`src/bei_pkg.sv`:
```
// Shared constants for the break and interrupt entry block and its controller
package bei_pkg;

  // ---------------------------------------------------------------
  // Vector offsets from the vector base
  // ---------------------------------------------------------------
  localparam logic [31:0] BEI_VEC_USER   = 32'h0000_0008;
  localparam logic [31:0] BEI_VEC_IRQ    = 32'h0000_0010;
  localparam logic [31:0] BEI_VEC_BRK    = 32'h0000_0018;
  localparam logic [31:0] BEI_VEC_EXC    = 32'h0000_0020;
  localparam logic [31:0] BEI_BRKI_DEBUG = 32'h0000_0018;
  localparam logic [31:0] BEI_VEC_BASE   = 32'h0000_0000;

  // ---------------------------------------------------------------
  // Link registers written on entry
  // ---------------------------------------------------------------
  localparam logic [4:0] BEI_GPR_IRQ = 5'h0e;
  localparam logic [4:0] BEI_GPR_BRK = 5'h10;
  localparam logic [4:0] BEI_GPR_EXC = 5'h11;

  // ---------------------------------------------------------------
  // Machine status word bit positions and reset value
  // ---------------------------------------------------------------
  localparam int BEI_MSR_IE  = 1;
  localparam int BEI_MSR_BIP = 3;
  localparam int BEI_MSR_EE  = 8;
  localparam int BEI_MSR_EIP = 9;
  localparam int BEI_MSR_UM  = 11;
  localparam int BEI_MSR_UMS = 12;
  localparam int BEI_MSR_VM  = 13;
  localparam int BEI_MSR_VMS = 14;
  localparam logic [31:0] BEI_MSR_RST = 32'h0000_0000;

  // ---------------------------------------------------------------
  // Interrupt use modes and acknowledge codes
  // ---------------------------------------------------------------
  localparam int BEI_IRQ_OFF    = 0;
  localparam int BEI_IRQ_NORMAL = 1;
  localparam int BEI_IRQ_LOWLAT = 2;
  localparam logic [1:0] BEI_ACK_NONE  = 2'h0;
  localparam logic [1:0] BEI_ACK_ENTER = 2'h1;
  localparam logic [1:0] BEI_ACK_RET   = 2'h2;
  localparam logic [1:0] BEI_ACK_REEN  = 2'h3;

  // ---------------------------------------------------------------
  // Controller registers (APB byte offsets) and fields
  // ---------------------------------------------------------------
  localparam logic [7:0] BEI_REG_CMD    = 8'h00;
  localparam logic [7:0] BEI_REG_VECTOR = 8'h04;
  localparam logic [7:0] BEI_REG_STATUS = 8'h08;
  localparam int BEI_CMD_BRK    = 0;
  localparam int BEI_CMD_NMBRK  = 1;
  localparam int BEI_CMD_IRQ    = 2;
  localparam int BEI_ST_BRK     = 0;
  localparam int BEI_ST_IRQ     = 1;
  localparam int BEI_ST_ACK_LSB = 4;
  localparam logic [31:0] BEI_VECTOR_RST = 32'h0000_0000;

endpackage

```
`src/bei_link_if.sv`:
```
// Link between the processor entry logic and the interrupt/break controller
`timescale 1ns/1ps
interface bei_link_if;
  logic        brk_req;               // Maskable break request
  logic        nonmaskable_break_req; // One-cycle non-maskable break
  logic        irq;                   // External interrupt
  logic [31:0] irq_vector;            // Handler address, low-latency mode
  logic [1:0]  irq_ack;               // Acknowledge code, one cycle
  logic        brk_taken;             // Break entry pulse
  logic        irq_taken;             // Interrupt entry pulse

  modport cpu (
    input  brk_req, nonmaskable_break_req, irq, irq_vector,
    output irq_ack, brk_taken, irq_taken
  );
  modport ctl (
    output brk_req, nonmaskable_break_req, irq, irq_vector,
    input  irq_ack, brk_taken, irq_taken
  );
endinterface

```
`src/bei_cpu_end.sv`:
```
// Break, interrupt and user-vector entry logic of the processor pipeline
//
// Decided for this implementation: register access over APB and the register addresses.
`timescale 1ns/1ps
module bei_cpu_end
  import bei_pkg::*;
#(
  parameter logic [31:0] vector_base_param     = BEI_VEC_BASE, // Vector base
  parameter bit          irq_edge_select_param = 1'b0,         // 1: edge interrupt
  parameter int          irq_use_param         = BEI_IRQ_NORMAL, // 0 off, 1, 2 low-lat
  parameter bit          debug_param           = 1'b1          // Debug option
) (
  input  wire logic        pclk,          // Processor clock
  input  wire logic        presetn,       // Async reset, active low
  bei_link_if.cpu          link,          // Controller link
  input  wire logic        dec_valid,     // Decode stage holds an instruction
  input  wire logic [31:0] dec_pc,        // Decode stage instruction address
  input  wire logic        exc_req,       // Exception entry from pipeline
  input  wire logic [31:0] exc_ret_pc,    // Exception return address
  input  wire logic        return_from_break_instr_exec,     // return_from_break_instr executes
  input  wire logic        return_from_interrupt_instr_exec,     // return_from_interrupt_instr executes
  input  wire logic        rted_exec,     // Return from exception executes
  input  wire logic        brki_exec,     // Immediate software break executes
  input  wire logic [31:0] brki_target,   // Its immediate target
  input  wire logic        branch_link_abs_imm_instr_exec,   // branch_link_abs_imm_instr to user vector
  input  wire logic [4:0]  branch_link_abs_imm_instr_rd,     // Its link register
  input  wire logic        msr_wr,        // Software write of the status word
  input  wire logic [31:0] msr_wdata,     // Value written
  output logic             redir_valid_q, // Replace decode instruction, branch
  output logic [31:0]      redir_pc_q,    // Branch target
  output logic             gpr_we_q,      // Register file write
  output logic [4:0]       gpr_waddr_q,   // Register written
  output logic [31:0]      gpr_wdata_q,   // Return address written
  output logic [31:0]      msr_q,         // machine_status_word
  output logic             resv_clr_q,    // Clear reservation
  output logic             sw_bkpt_q      // Software breakpoint to debugger
);

  // ---------------------------------------------------------------
  // Status bit views
  // ---------------------------------------------------------------
  wire logic break_in_progress     = msr_q[BEI_MSR_BIP];
  wire logic exception_in_progress = msr_q[BEI_MSR_EIP];
  wire logic interrupt_enable      = msr_q[BEI_MSR_IE];
  wire logic lowlat                = (irq_use_param == BEI_IRQ_LOWLAT);
  wire logic irq_used              = (irq_use_param != BEI_IRQ_OFF);

  // ---------------------------------------------------------------
  // Edge latch
  // ---------------------------------------------------------------
  logic irq_prev_q;
  logic irq_lat_q;
  logic irq_lat_d;
  logic irq_taken_now;
  logic brk_taken_q;
  logic irq_taken_q;
  logic [1:0] ack_q;
  logic [1:0] ack_d;

  // Rising edge only; a held input does not retrigger
  wire logic irq_rise = link.irq & ~irq_prev_q;
  // Latch ignores the enable; set wins over clear on entry
  assign irq_lat_d = irq_rise | (irq_lat_q & ~irq_taken_now);

  wire logic irq_pending = irq_edge_select_param ? irq_lat_q : link.irq;

  // ---------------------------------------------------------------
  // Entry selection
  // ---------------------------------------------------------------
  wire logic idle_flags = ~break_in_progress & ~exception_in_progress;

  wire logic take_nmb = link.nonmaskable_break_req;
  wire logic take_exc = ~take_nmb & exc_req;
  wire logic take_brk = ~take_nmb & ~exc_req & link.brk_req
                        & idle_flags & dec_valid;
  // Break is decided before the interrupt so it masks a same-cycle interrupt
  wire logic irq_ok   = irq_used & irq_pending & interrupt_enable
                        & idle_flags & dec_valid;
  assign irq_taken_now = ~take_nmb & ~exc_req & ~take_brk & irq_ok;
  wire logic take_usr = ~take_nmb & ~exc_req & ~take_brk & ~irq_taken_now
                        & branch_link_abs_imm_instr_exec;
  wire logic any_brk  = take_nmb | take_brk;
  wire logic any_take = any_brk | take_exc | irq_taken_now | take_usr;

  wire logic [31:0] irq_target = lowlat ? link.irq_vector
                                        : vector_base_param + BEI_VEC_IRQ;

  wire logic debug_bkpt = debug_param & brki_exec
                          & (brki_target == BEI_BRKI_DEBUG);

  // ---------------------------------------------------------------
  // Mode save and restore helpers
  // ---------------------------------------------------------------
  function automatic logic [31:0] save_modes(input logic [31:0] m);
    logic [31:0] r;
    r = m;
    r[BEI_MSR_UMS] = m[BEI_MSR_UM];
    r[BEI_MSR_UM]  = 1'b0;
    r[BEI_MSR_VMS] = m[BEI_MSR_VM];
    r[BEI_MSR_VM]  = 1'b0;
    return r;
  endfunction

  function automatic logic [31:0] restore_modes(input logic [31:0] m);
    logic [31:0] r;
    r = m;
    r[BEI_MSR_UM] = m[BEI_MSR_UMS];
    r[BEI_MSR_VM] = m[BEI_MSR_VMS];
    return r;
  endfunction

  // ---------------------------------------------------------------
  // Next status word
  // ---------------------------------------------------------------
  logic [31:0] msr_d;
  logic [31:0] redir_pc_d;
  logic [4:0]  gpr_waddr_d;
  logic [31:0] gpr_wdata_d;

  always_comb begin
    msr_d       = msr_q;
    redir_pc_d  = redir_pc_q;
    gpr_waddr_d = gpr_waddr_q;
    gpr_wdata_d = gpr_wdata_q;
    if (msr_wr) begin
      msr_d = msr_wdata;
    end
    if (return_from_break_instr_exec) begin
      msr_d = restore_modes(msr_d);
      msr_d[BEI_MSR_BIP] = 1'b0;
    end
    if (return_from_interrupt_instr_exec) begin
      msr_d = restore_modes(msr_d);
      msr_d[BEI_MSR_IE] = 1'b1;
    end
    if (rted_exec) begin
      msr_d = restore_modes(msr_d);
      msr_d[BEI_MSR_EE]  = 1'b1;
      msr_d[BEI_MSR_EIP] = 1'b0;
    end
    if (any_take) begin
      msr_d = save_modes(msr_d);
    end
    if (any_brk) begin
      msr_d[BEI_MSR_BIP] = 1'b1;
      redir_pc_d  = vector_base_param + BEI_VEC_BRK;
      gpr_waddr_d = BEI_GPR_BRK;
      gpr_wdata_d = dec_pc;
    end else if (take_exc) begin
      msr_d[BEI_MSR_EE]  = 1'b0;
      msr_d[BEI_MSR_EIP] = 1'b1;
      redir_pc_d  = vector_base_param + BEI_VEC_EXC;
      gpr_waddr_d = BEI_GPR_EXC;
      gpr_wdata_d = exc_ret_pc;
    end else if (irq_taken_now) begin
      msr_d[BEI_MSR_IE] = 1'b0;
      redir_pc_d  = irq_target;
      gpr_waddr_d = BEI_GPR_IRQ;
      gpr_wdata_d = dec_pc;
    end else if (take_usr) begin
      redir_pc_d  = vector_base_param + BEI_VEC_USER;
      gpr_waddr_d = branch_link_abs_imm_instr_rd;
      gpr_wdata_d = dec_pc;
    end
  end

  // ---------------------------------------------------------------
  // Acknowledge code, low-latency mode only
  // ---------------------------------------------------------------
  // Entry outranks return, return outranks plain re-enable
  assign ack_d = !lowlat                              ? BEI_ACK_NONE  :
                 irq_taken_now                        ? BEI_ACK_ENTER :
                 return_from_interrupt_instr_exec                            ? BEI_ACK_RET   :
                 (~interrupt_enable & msr_d[BEI_MSR_IE]) ? BEI_ACK_REEN :
                                                        BEI_ACK_NONE;

  // ---------------------------------------------------------------
  // Registers
  // ---------------------------------------------------------------
  always_ff @(posedge pclk or negedge presetn) begin
    if (!presetn) begin
      msr_q         <= BEI_MSR_RST;
      irq_prev_q    <= 1'b0;
      irq_lat_q     <= 1'b0;
      ack_q         <= BEI_ACK_NONE;
      brk_taken_q   <= 1'b0;
      irq_taken_q   <= 1'b0;
      redir_valid_q <= 1'b0;
      redir_pc_q    <= 32'h0000_0000;
      gpr_we_q      <= 1'b0;
      gpr_waddr_q   <= 5'h00;
      gpr_wdata_q   <= 32'h0000_0000;
      resv_clr_q    <= 1'b0;
      sw_bkpt_q     <= 1'b0;
    end else begin
      msr_q         <= msr_d;
      irq_prev_q    <= link.irq;
      irq_lat_q     <= irq_lat_d;
      ack_q         <= ack_d;
      brk_taken_q   <= any_brk;
      irq_taken_q   <= irq_taken_now;
      redir_valid_q <= any_take;
      redir_pc_q    <= redir_pc_d;
      gpr_we_q      <= any_take;
      gpr_waddr_q   <= gpr_waddr_d;
      gpr_wdata_q   <= gpr_wdata_d;
      resv_clr_q    <= any_take;
      sw_bkpt_q     <= debug_bkpt;
    end
  end

  assign link.irq_ack   = ack_q;
  assign link.brk_taken = brk_taken_q;
  assign link.irq_taken = irq_taken_q;

endmodule

```
`src/flat_wrapper.sv`:
```
// flat-port wrapper written by rule: the top's interface ports become plain ports
module bei_cpu_end_flat import bei_pkg::*;
#(
  parameter logic [31:0] vector_base_param     = BEI_VEC_BASE,               
  parameter bit          irq_edge_select_param = 1'b0,                             
  parameter int          irq_use_param         = BEI_IRQ_NORMAL,                       
  parameter bit          debug_param           = 1'b1                         
)
  (pclk, presetn, dec_valid, dec_pc, exc_req, exc_ret_pc, return_from_break_instr_exec, return_from_interrupt_instr_exec, rted_exec, brki_exec, brki_target, branch_link_abs_imm_instr_exec, branch_link_abs_imm_instr_rd, msr_wr, msr_wdata, redir_valid_q, redir_pc_q, gpr_we_q, gpr_waddr_q, gpr_wdata_q, msr_q, resv_clr_q, sw_bkpt_q, link_brk_req, link_nonmaskable_break_req, link_irq, link_irq_vector, link_irq_ack, link_brk_taken, link_irq_taken);
  bei_link_if link_i ();
  input  wire logic pclk;
  input  wire logic presetn;
  input  wire logic dec_valid;
  input  wire logic [31:0] dec_pc;
  input  wire logic exc_req;
  input  wire logic [31:0] exc_ret_pc;
  input  wire logic return_from_break_instr_exec;
  input  wire logic return_from_interrupt_instr_exec;
  input  wire logic rted_exec;
  input  wire logic brki_exec;
  input  wire logic [31:0] brki_target;
  input  wire logic branch_link_abs_imm_instr_exec;
  input  wire logic [4:0] branch_link_abs_imm_instr_rd;
  input  wire logic msr_wr;
  input  wire logic [31:0] msr_wdata;
  output logic redir_valid_q;
  output logic [31:0] redir_pc_q;
  output logic gpr_we_q;
  output logic [4:0] gpr_waddr_q;
  output logic [31:0] gpr_wdata_q;
  output logic [31:0] msr_q;
  output logic resv_clr_q;
  output logic sw_bkpt_q;
  input wire logic [$bits(link_i.brk_req)-1:0] link_brk_req;
  input wire logic [$bits(link_i.nonmaskable_break_req)-1:0] link_nonmaskable_break_req;
  input wire logic [$bits(link_i.irq)-1:0] link_irq;
  input wire logic [$bits(link_i.irq_vector)-1:0] link_irq_vector;
  output wire logic [$bits(link_i.irq_ack)-1:0] link_irq_ack;
  output wire logic [$bits(link_i.brk_taken)-1:0] link_brk_taken;
  output wire logic [$bits(link_i.irq_taken)-1:0] link_irq_taken;
  assign link_i.brk_req = link_brk_req;
  assign link_i.nonmaskable_break_req = link_nonmaskable_break_req;
  assign link_i.irq = link_irq;
  assign link_i.irq_vector = link_irq_vector;
  assign link_irq_ack = link_i.irq_ack;
  assign link_brk_taken = link_i.brk_taken;
  assign link_irq_taken = link_i.irq_taken;
  bei_cpu_end #(.vector_base_param(vector_base_param), .irq_edge_select_param(irq_edge_select_param), .irq_use_param(irq_use_param), .debug_param(debug_param)) u_core (.pclk(pclk), .presetn(presetn), .link(link_i), .dec_valid(dec_valid), .dec_pc(dec_pc), .exc_req(exc_req), .exc_ret_pc(exc_ret_pc), .return_from_break_instr_exec(return_from_break_instr_exec), .return_from_interrupt_instr_exec(return_from_interrupt_instr_exec), .rted_exec(rted_exec), .brki_exec(brki_exec), .brki_target(brki_target), .branch_link_abs_imm_instr_exec(branch_link_abs_imm_instr_exec), .branch_link_abs_imm_instr_rd(branch_link_abs_imm_instr_rd), .msr_wr(msr_wr), .msr_wdata(msr_wdata), .redir_valid_q(redir_valid_q), .redir_pc_q(redir_pc_q), .gpr_we_q(gpr_we_q), .gpr_waddr_q(gpr_waddr_q), .gpr_wdata_q(gpr_wdata_q), .msr_q(msr_q), .resv_clr_q(resv_clr_q), .sw_bkpt_q(sw_bkpt_q));
endmodule
```
`config.mk`:
```
export PLATFORM = sky130hd
export DESIGN_NAME = bei_cpu_end_flat
export DESIGN_NICKNAME = d
export VERILOG_FILES = /design/src/bei_pkg.sv /design/src/bei_link_if.sv /design/src/bei_cpu_end.sv /design/src/flat_wrapper.sv
export SDC_FILE = /design/constraint.sdc
export NUM_CORES = 1
export LEC_CHECK = 0
export BUFFER_PORTS_ARGS = -buffer_cell sky130_fd_sc_hd__buf_2
export CAP_MARGIN = 25
export CORE_ASPECT_RATIO = 1.2
export CORE_MARGIN = 2
export CORE_UTILIZATION = 25
export CTS_CLUSTER_DIAMETER = 120
export DETAILED_ROUTE_END_ITERATION = 16
export MAX_ROUTING_LAYER = met4
export PLACE_DENSITY_LB_ADDON = 0.08
export SLEW_MARGIN = 20
export SYNTH_ARGS = -nofsm -noshare
export SYNTH_HDL_FRONTEND = slang
export SYNTH_SLANG_ARGS = --single-unit
```
`constraint.sdc`:
```
create_clock -name pclk -period 1.7 [get_ports pclk]
set_input_delay 0.255 -clock pclk [delete_from_list [all_inputs] [get_ports pclk]]
set_output_delay 0.255 -clock pclk [all_outputs]
set_load 0.005 [all_outputs]
```
== Yosys cells after proc, flatten, opt, wreduce, memory -nomap -nowiden ==
Cells that the tools add are included.
Word-level totals
  output and inout port bits: 109
  bits in read-only memories: 0
  bits in latches: 0
  flip-flop bits (word level): 105
  input port bits: 178
  memories kept: 0
  word-level logic and storage cells: 57
  RAM bits: 0
Operators by class
  reductions and logical operators: 1
  bitwise operators: 24
  $lt $le $gt $ge: 0
  mux-type cells: 23
  divide/modulo/power cells: 0
  add/sub/neg operators: 0
  shift-type cells: 0
  equal/unequal tests: 1
  $mul: 0
Operator list (number)
  $mux 32: 9
  $mux 14: 3
  $eq 32x5->1 const B: 1
  $mux 5: 4
  $mux 15: 1
  $and 1x1->1: 14
  $not 1->1: 6
  $mux 1: 4
  $mux 2: 2
  $or 1x1->1: 4
  $reduce_bool 4->1: 1

== Depth between registers and ports, before layout ==
  word-level depth: 16
  depth in mapped cells: 7
  mapped depth without buffers: 5

== Worst setup path after synthesis ==
No wires, ideal clock.
  path type: reg-to-reg
  start point: reg u_core.msr_q[3]
  end point: reg u_core.gpr_wdata_q[10]
  required time: 1.623 ns
  period minus slack after synthesis: 1.405 ns
  buffers on the path: 2
  library setup time: 0.077 ns
  slack: 0.295 ns
  cell stages (with the launch flop): 7
  data arrival time: 1.328 ns
  path through: dfrtp_1 > nor2_1 > and4_4 > buf_6 > clkbuf_1 > nor4_1 > a21oi_1
On the way
  word-level cells in the longest chain between the ends: 11
  elaborated cells on any way between the ends: 17
  classes of those cells: mux: 3; bitwise: 13; reduce/logical: 1
RTL lines
  start: declaration: line bei_cpu_end.sv:34  | output logic [31:0] msr_q,
  start signal: assignment: line bei_cpu_end.sv:196  | msr_q <= msr_d;
  $not 1->1 (*): line bei_cpu_end.sv:70  | wire logic idle_flags = ~break_in_progress & ~exception_in_progress;
  $and 1x1->1 (*): line bei_cpu_end.sv:70
  $and 1x1->1 (2 in series): line bei_cpu_end.sv:75  | & idle_flags & dec_valid;
  $not 1->1: line bei_cpu_end.sv:79, bei_cpu_end.sv:80
  $and 1x1->1: line bei_cpu_end.sv:79, bei_cpu_end.sv:80
  $and 1x1->1: line bei_cpu_end.sv:79  | assign irq_taken_now = ~take_nmb & ~exc_req & ~take_brk & irq_ok;
  $not 1->1
  $and 1x1->1: line bei_cpu_end.sv:80  | wire logic take_usr = ~take_nmb & ~exc_req & ~take_brk & ~irq_taken_now
  $and 1x1->1: line bei_cpu_end.sv:81  | & branch_link_abs_imm_instr_exec;
  $reduce_bool 4->1 (no line)
  end signal: assignment: line bei_cpu_end.sv:206  | gpr_wdata_q <= gpr_wdata_d;
  end: declaration: line bei_cpu_end.sv:33  | output logic [31:0] gpr_wdata_q,
Every way passes the cells marked *; elsewhere a longest branch is shown, timed or not.
A chain may end at the register's enable or synchronous reset.

== Worst setup path in the final report ==
  start point: reg u_core.msr_q[9]
  end point: reg u_core.msr_q[12]
On the way
  word-level cells in the longest chain between the ends: 12
  elaborated cells on any way between the ends: 17
  classes of those cells: mux: 1; bitwise: 16
RTL lines
  $not 1->1 (*): line bei_cpu_end.sv:70
  $and 1x1->1 (*): line bei_cpu_end.sv:70
  $and 1x1->1 (2 in series): line bei_cpu_end.sv:75
  $not 1->1: line bei_cpu_end.sv:79, bei_cpu_end.sv:80
  $and 1x1->1: line bei_cpu_end.sv:79, bei_cpu_end.sv:80
  $and 1x1->1: line bei_cpu_end.sv:79
  $not 1->1
  $and 1x1->1: line bei_cpu_end.sv:80
  $and 1x1->1: line bei_cpu_end.sv:81
  $or 1x1->1 (*): line bei_cpu_end.sv:83  | wire logic any_take = any_brk | take_exc | irq_taken_now | take_usr;
  $mux 15 (*): line bei_cpu_end.sv:141  | if (any_take) begin
  net u_core.msr_d[12]: line bei_cpu_end.sv:115  | logic [31:0] msr_d;
Mark *: on every way through the listed nets, which the timed path passes. The rest lies on a longest branch.

==> impl_metrics.py <==
metrics = {
    "route": {
        "viasPerCell": 4.50,
        "wl_per_cell_um": 15.0,
        "drtIter0Drc": 83,
        "drtPass1Iterations": 4,
        "num_vias": 3213,
        "drcViolationCount": 0,
        "ant_nets": 0,
        "finalWirelength_um": 10700,
    },
    "worst_hold_path": {
        "min_to": "u_core.msr_q[3]",
        "hold_path.class": "in2reg",
        "min-delay-start": "return_from_break_instr_exec",
        "whs_path_depth": 2,
    },
    "logic_synthesis": {
        "synth_top_family_by_area": "multiplexers",
        "ys_top_cells_by_area": "dfrtp_1, mux2i_1, mux2_2, buf_4, nor4_1",
        "yosys_warnings": 0,
        "synth_cells": 314,
        "synth_area_um2": 3690,
        "synth-seq-cells": 76,
        "synth_top_area_share": 0.516,
        "synthAdderAreaFrac": 0,
        "synthSimpleGateAreaFrac": 0.107,
        "synth_compound_gate_area_share": 0.0754,
        "synth_xor_xnor_area_share": 0,
        "synth_mux_area_frac": 0.196,
        "synth_top_cell_by_area": "dfrtp_1",
        "yosysSeqAreaShare": 0.516,
        "avgSynthCellArea_um2": 11.7,
        "ys_types": 33,
    },
    "placed_design": {
        "hpwlAfterDp_um": 7800,
        "gp_congestion": 0.737,
        "io_buffers": 223,
        "dp_cells": 697,
    },
    "global_routing": {
        "grt_pass1_wl_um": 15900,
        "grt_util_all_layers": 0.136,
        "grt_pass1_vias": 3128,
        "antenna_found_initial": 0,
        "grt-ovfl-total": 0,
        "grt_use_met2": 0.223,
        "top_usage_layer": "met2",
        "met1_usage": 0.159,
        "grt_max_degree": 77,
        "gr-usage-met3": 0.0434,
    },
    "critical_path": {
        "r2r-end": "u_core.msr_q[12]",
        "critPathKind": "reg2reg",
        "path_cells": "nor2_1 -> and4_4 -> nor3_4 -> inv_2 -> buf_12 -> mux2i_1",
        "ff2ff_setup_slack_ns": 0.21,
        "path_delay_family": "simple AND/OR/NAND/NOR gates",
        "end_kind": "register",
        "max_stage_delay_ns": 0.41,
        "ff2ff_path_depth": 6,
        "cp.required_ns": 1.91,
        "crit_start": "u_core.msr_q[9]",
        "crit_path_start_kind": "register",
        "cp_max_fo": 35,
        "cpMaxStageDelayCell": "dfrtp_1",
        "cp_num_buf_inv": 2,
        "r2r-start": "u_core.msr_q[9]",
        "cp.arrival_ns": 1.70,
    },
    "cells_and_area": {
        "antenna_cells": 0,
        "drive_gt1_frac": 0.514,
        "final_nets": 712,
        "area_growth_pct": 41.1,
        "stdcell_count": 714,
    },
    "floorplanning": {
        "io-pin-count": 287,
        "rows": 48,
        "die-area_um2": 15700,
        "coreArea_um2": 14400,
        "die_h_um": 137,
        "start_util": 0.256,
        "die_w_um": 115,
    },
    "pwr": {
        "ir_drop_mv": 0.325,
        "p_leak_nw": 2.55,
        "power_density_nw_per_um2": 884,
    },
    "sta": {
        "max_freq_ghz": 0.670,
        "hold_slack_ns": 0.136,
        "period_minus_slack_ns": 1.49,
        "clock-skew-final_ns": 0.00350,
        "finalCritPeriodShare": 0.878,
        "rsz0062_at_grt": "no",
        "setup_viol": 0,
        "slew_viol_final": 0,
        "finalSetupTns_ns": 0,
        "hold_violations": 0,
    },
    "clocking": {
        "cts_made_buffers": 9,
        "cts_tree": "done",
        "clk_latency_ns": 0.33,
        "clockBufferDepth": 2,
        "post_cts_buffers": 0,
        "cts_sinks": 76,
        "cts-root-buf": "clkbuf_16",
        "clkTransAtPathRegs_ns": 0.06,
        "htreeDepth": 3,
    },
    "run_status": {
        "outcome": "finished, final reports clean",
    },
    "flow_run": {
        "cap_violations": 0,
    },
}
synth_stat cells:
master,instances
nor2b_1,3
a211oi_1,2
nor4bb_1,1
a21o_1,1
nand4_1,3
buf_2,10
dfrtp_1,76
or3_1,1
clkbuf_1,6
nor3_4,1
o21bai_1,5
mux2i_1,44
nor2_1,8
a41oi_1,1
nor4_1,37
inv_2,1
o2bb2ai_1,1
buf_1,1
buf_4,35
nand2b_1,1
nand4bb_1,1
o31a_1,1
nand2_1,2
and3_1,1
nor3_1,2
conb_1,1
a211o_1,1
o21a_1,1
a21oi_1,35
and4_4,1
nor4b_1,1
buf_6,4
mux2_2,25
sequential cells by signal, summed over array words and instances, names as in the netlist:
name                   cells
u_core.redir_valid_q       1
u_core.msr_q              32
u_core.link.brk_taken      1
u_core.link.irq_taken      1
u_core.gpr_wdata_q        32
u_core.sw_bkpt_q           1
u_core.gpr_waddr_q         5
u_core.redir_pc_q          3
area by class of cell:
class / count / area, um^2
multi-input cells: 211 / 1540
clock buffers: 14 / 254
repair buffers: 235 / 1270
inverters: 1 / 3.75
clock inverters: 2 / 10.0
fillers: 1480 / 9210
well taps: 175 / 219
flip-flops and latches: 76 / 1900
kinds of logic after synthesis:
family                 count (synthesis)
and+or+nand+nor                       63
AOI/OAI and AO/OA                     48
DFF                                   76
muxes                                 69
buffers and inverters                 57
other                                  1
layout by cell type (no fill, tap or decap), drive strengths merged:
cell / netlist / final
dfrtp: 76 / 76
a211oi: 2 / 2
conb: 1 / 31
o31a: 1 / 1
o2bb2ai: 1 / 1
a21o: 1 / 1
nor4bb: 1 / 1
mux2i: 44 / 44
and3: 1 / 1
nor4: 37 / 37
or3: 1 / 1
o21a: 1 / 1
nor4b: 1 / 1
nor2: 8 / 8
dlygate4sd3: 0 / 1
buf: 50 / 234
nand2: 2 / 2
a41oi: 1 / 1
clkbuf: 6 / 14
clkinv: 0 / 2
o21bai: 5 / 5
nand4: 3 / 3
and4: 1 / 1
nor2b: 3 / 3
nor3: 3 / 3
nand4bb: 1 / 1
a211o: 1 / 1
a21oi: 35 / 35
inv: 1 / 1
nand2b: 1 / 1
mux2: 25 / 25
timing repair:
action / 4_1_cts / 5_1_grt
setup endpoints to repair: 0 / 34
hold buffers: 1 / 0
endpoints found under the hold margin: 76 / 0
resized for setup: 0 / 4
metrics by stage:
| stage | total power, W | utilization | setup slack, ns | instance area [um^2] |
|---|---|---|---|---|
| floorplan | 0.00248 | - | 0.295 | 3800 |
| global placement | 0.00289 | 0.340 | 0.0434 | 4900 |
| detailed placement | 0.00290 | 0.340 | 0.0262 | 4900 |
| CTS | 0.00468 | 0.359 | 0.0120 | 5180 |
| global route | 0.00487 | 0.361 | 0.0689 | 5200 |
| finish | 0.00460 | 0.361 | 0.207 | 5200 |
routing by layer:
metal | part of all wire | vias to the layer above
met3 | 0.086 | 6
met1 | 0.42 | 1489
met5 | 0 | -
li1 | - | 1540
met4 | 0.0064 | 0
met2 | 0.49 | 178
where the power goes:
part / internal, W / switching, W / total [W]
clock network: 0.00103 / 0.000714 / 0.00174
registers: 0.00197 / 0.0000827 / 0.00206
logic: 0.000422 / 0.000380 / 0.000802
total: 0.00342 / 0.00118 / 0.00460
worst max path at each step:
stage | to | slack, ns | depth (start not counted)
after floorplan | u_core.gpr_wdata_q[10] | 0.29 | 6
after global placement | u_core.msr_q[12] | 0.04 | 6
after detailed placement | u_core.msr_q[12] | 0.03 | 6
after CTS | u_core.msr_q[12] | 0.01 | 6
after global routing | u_core.msr_q[12] | 0.07 | 6
final | u_core.msr_q[12] | 0.21 | 6
Note: power is estimated with default switching activity, not from simulation.
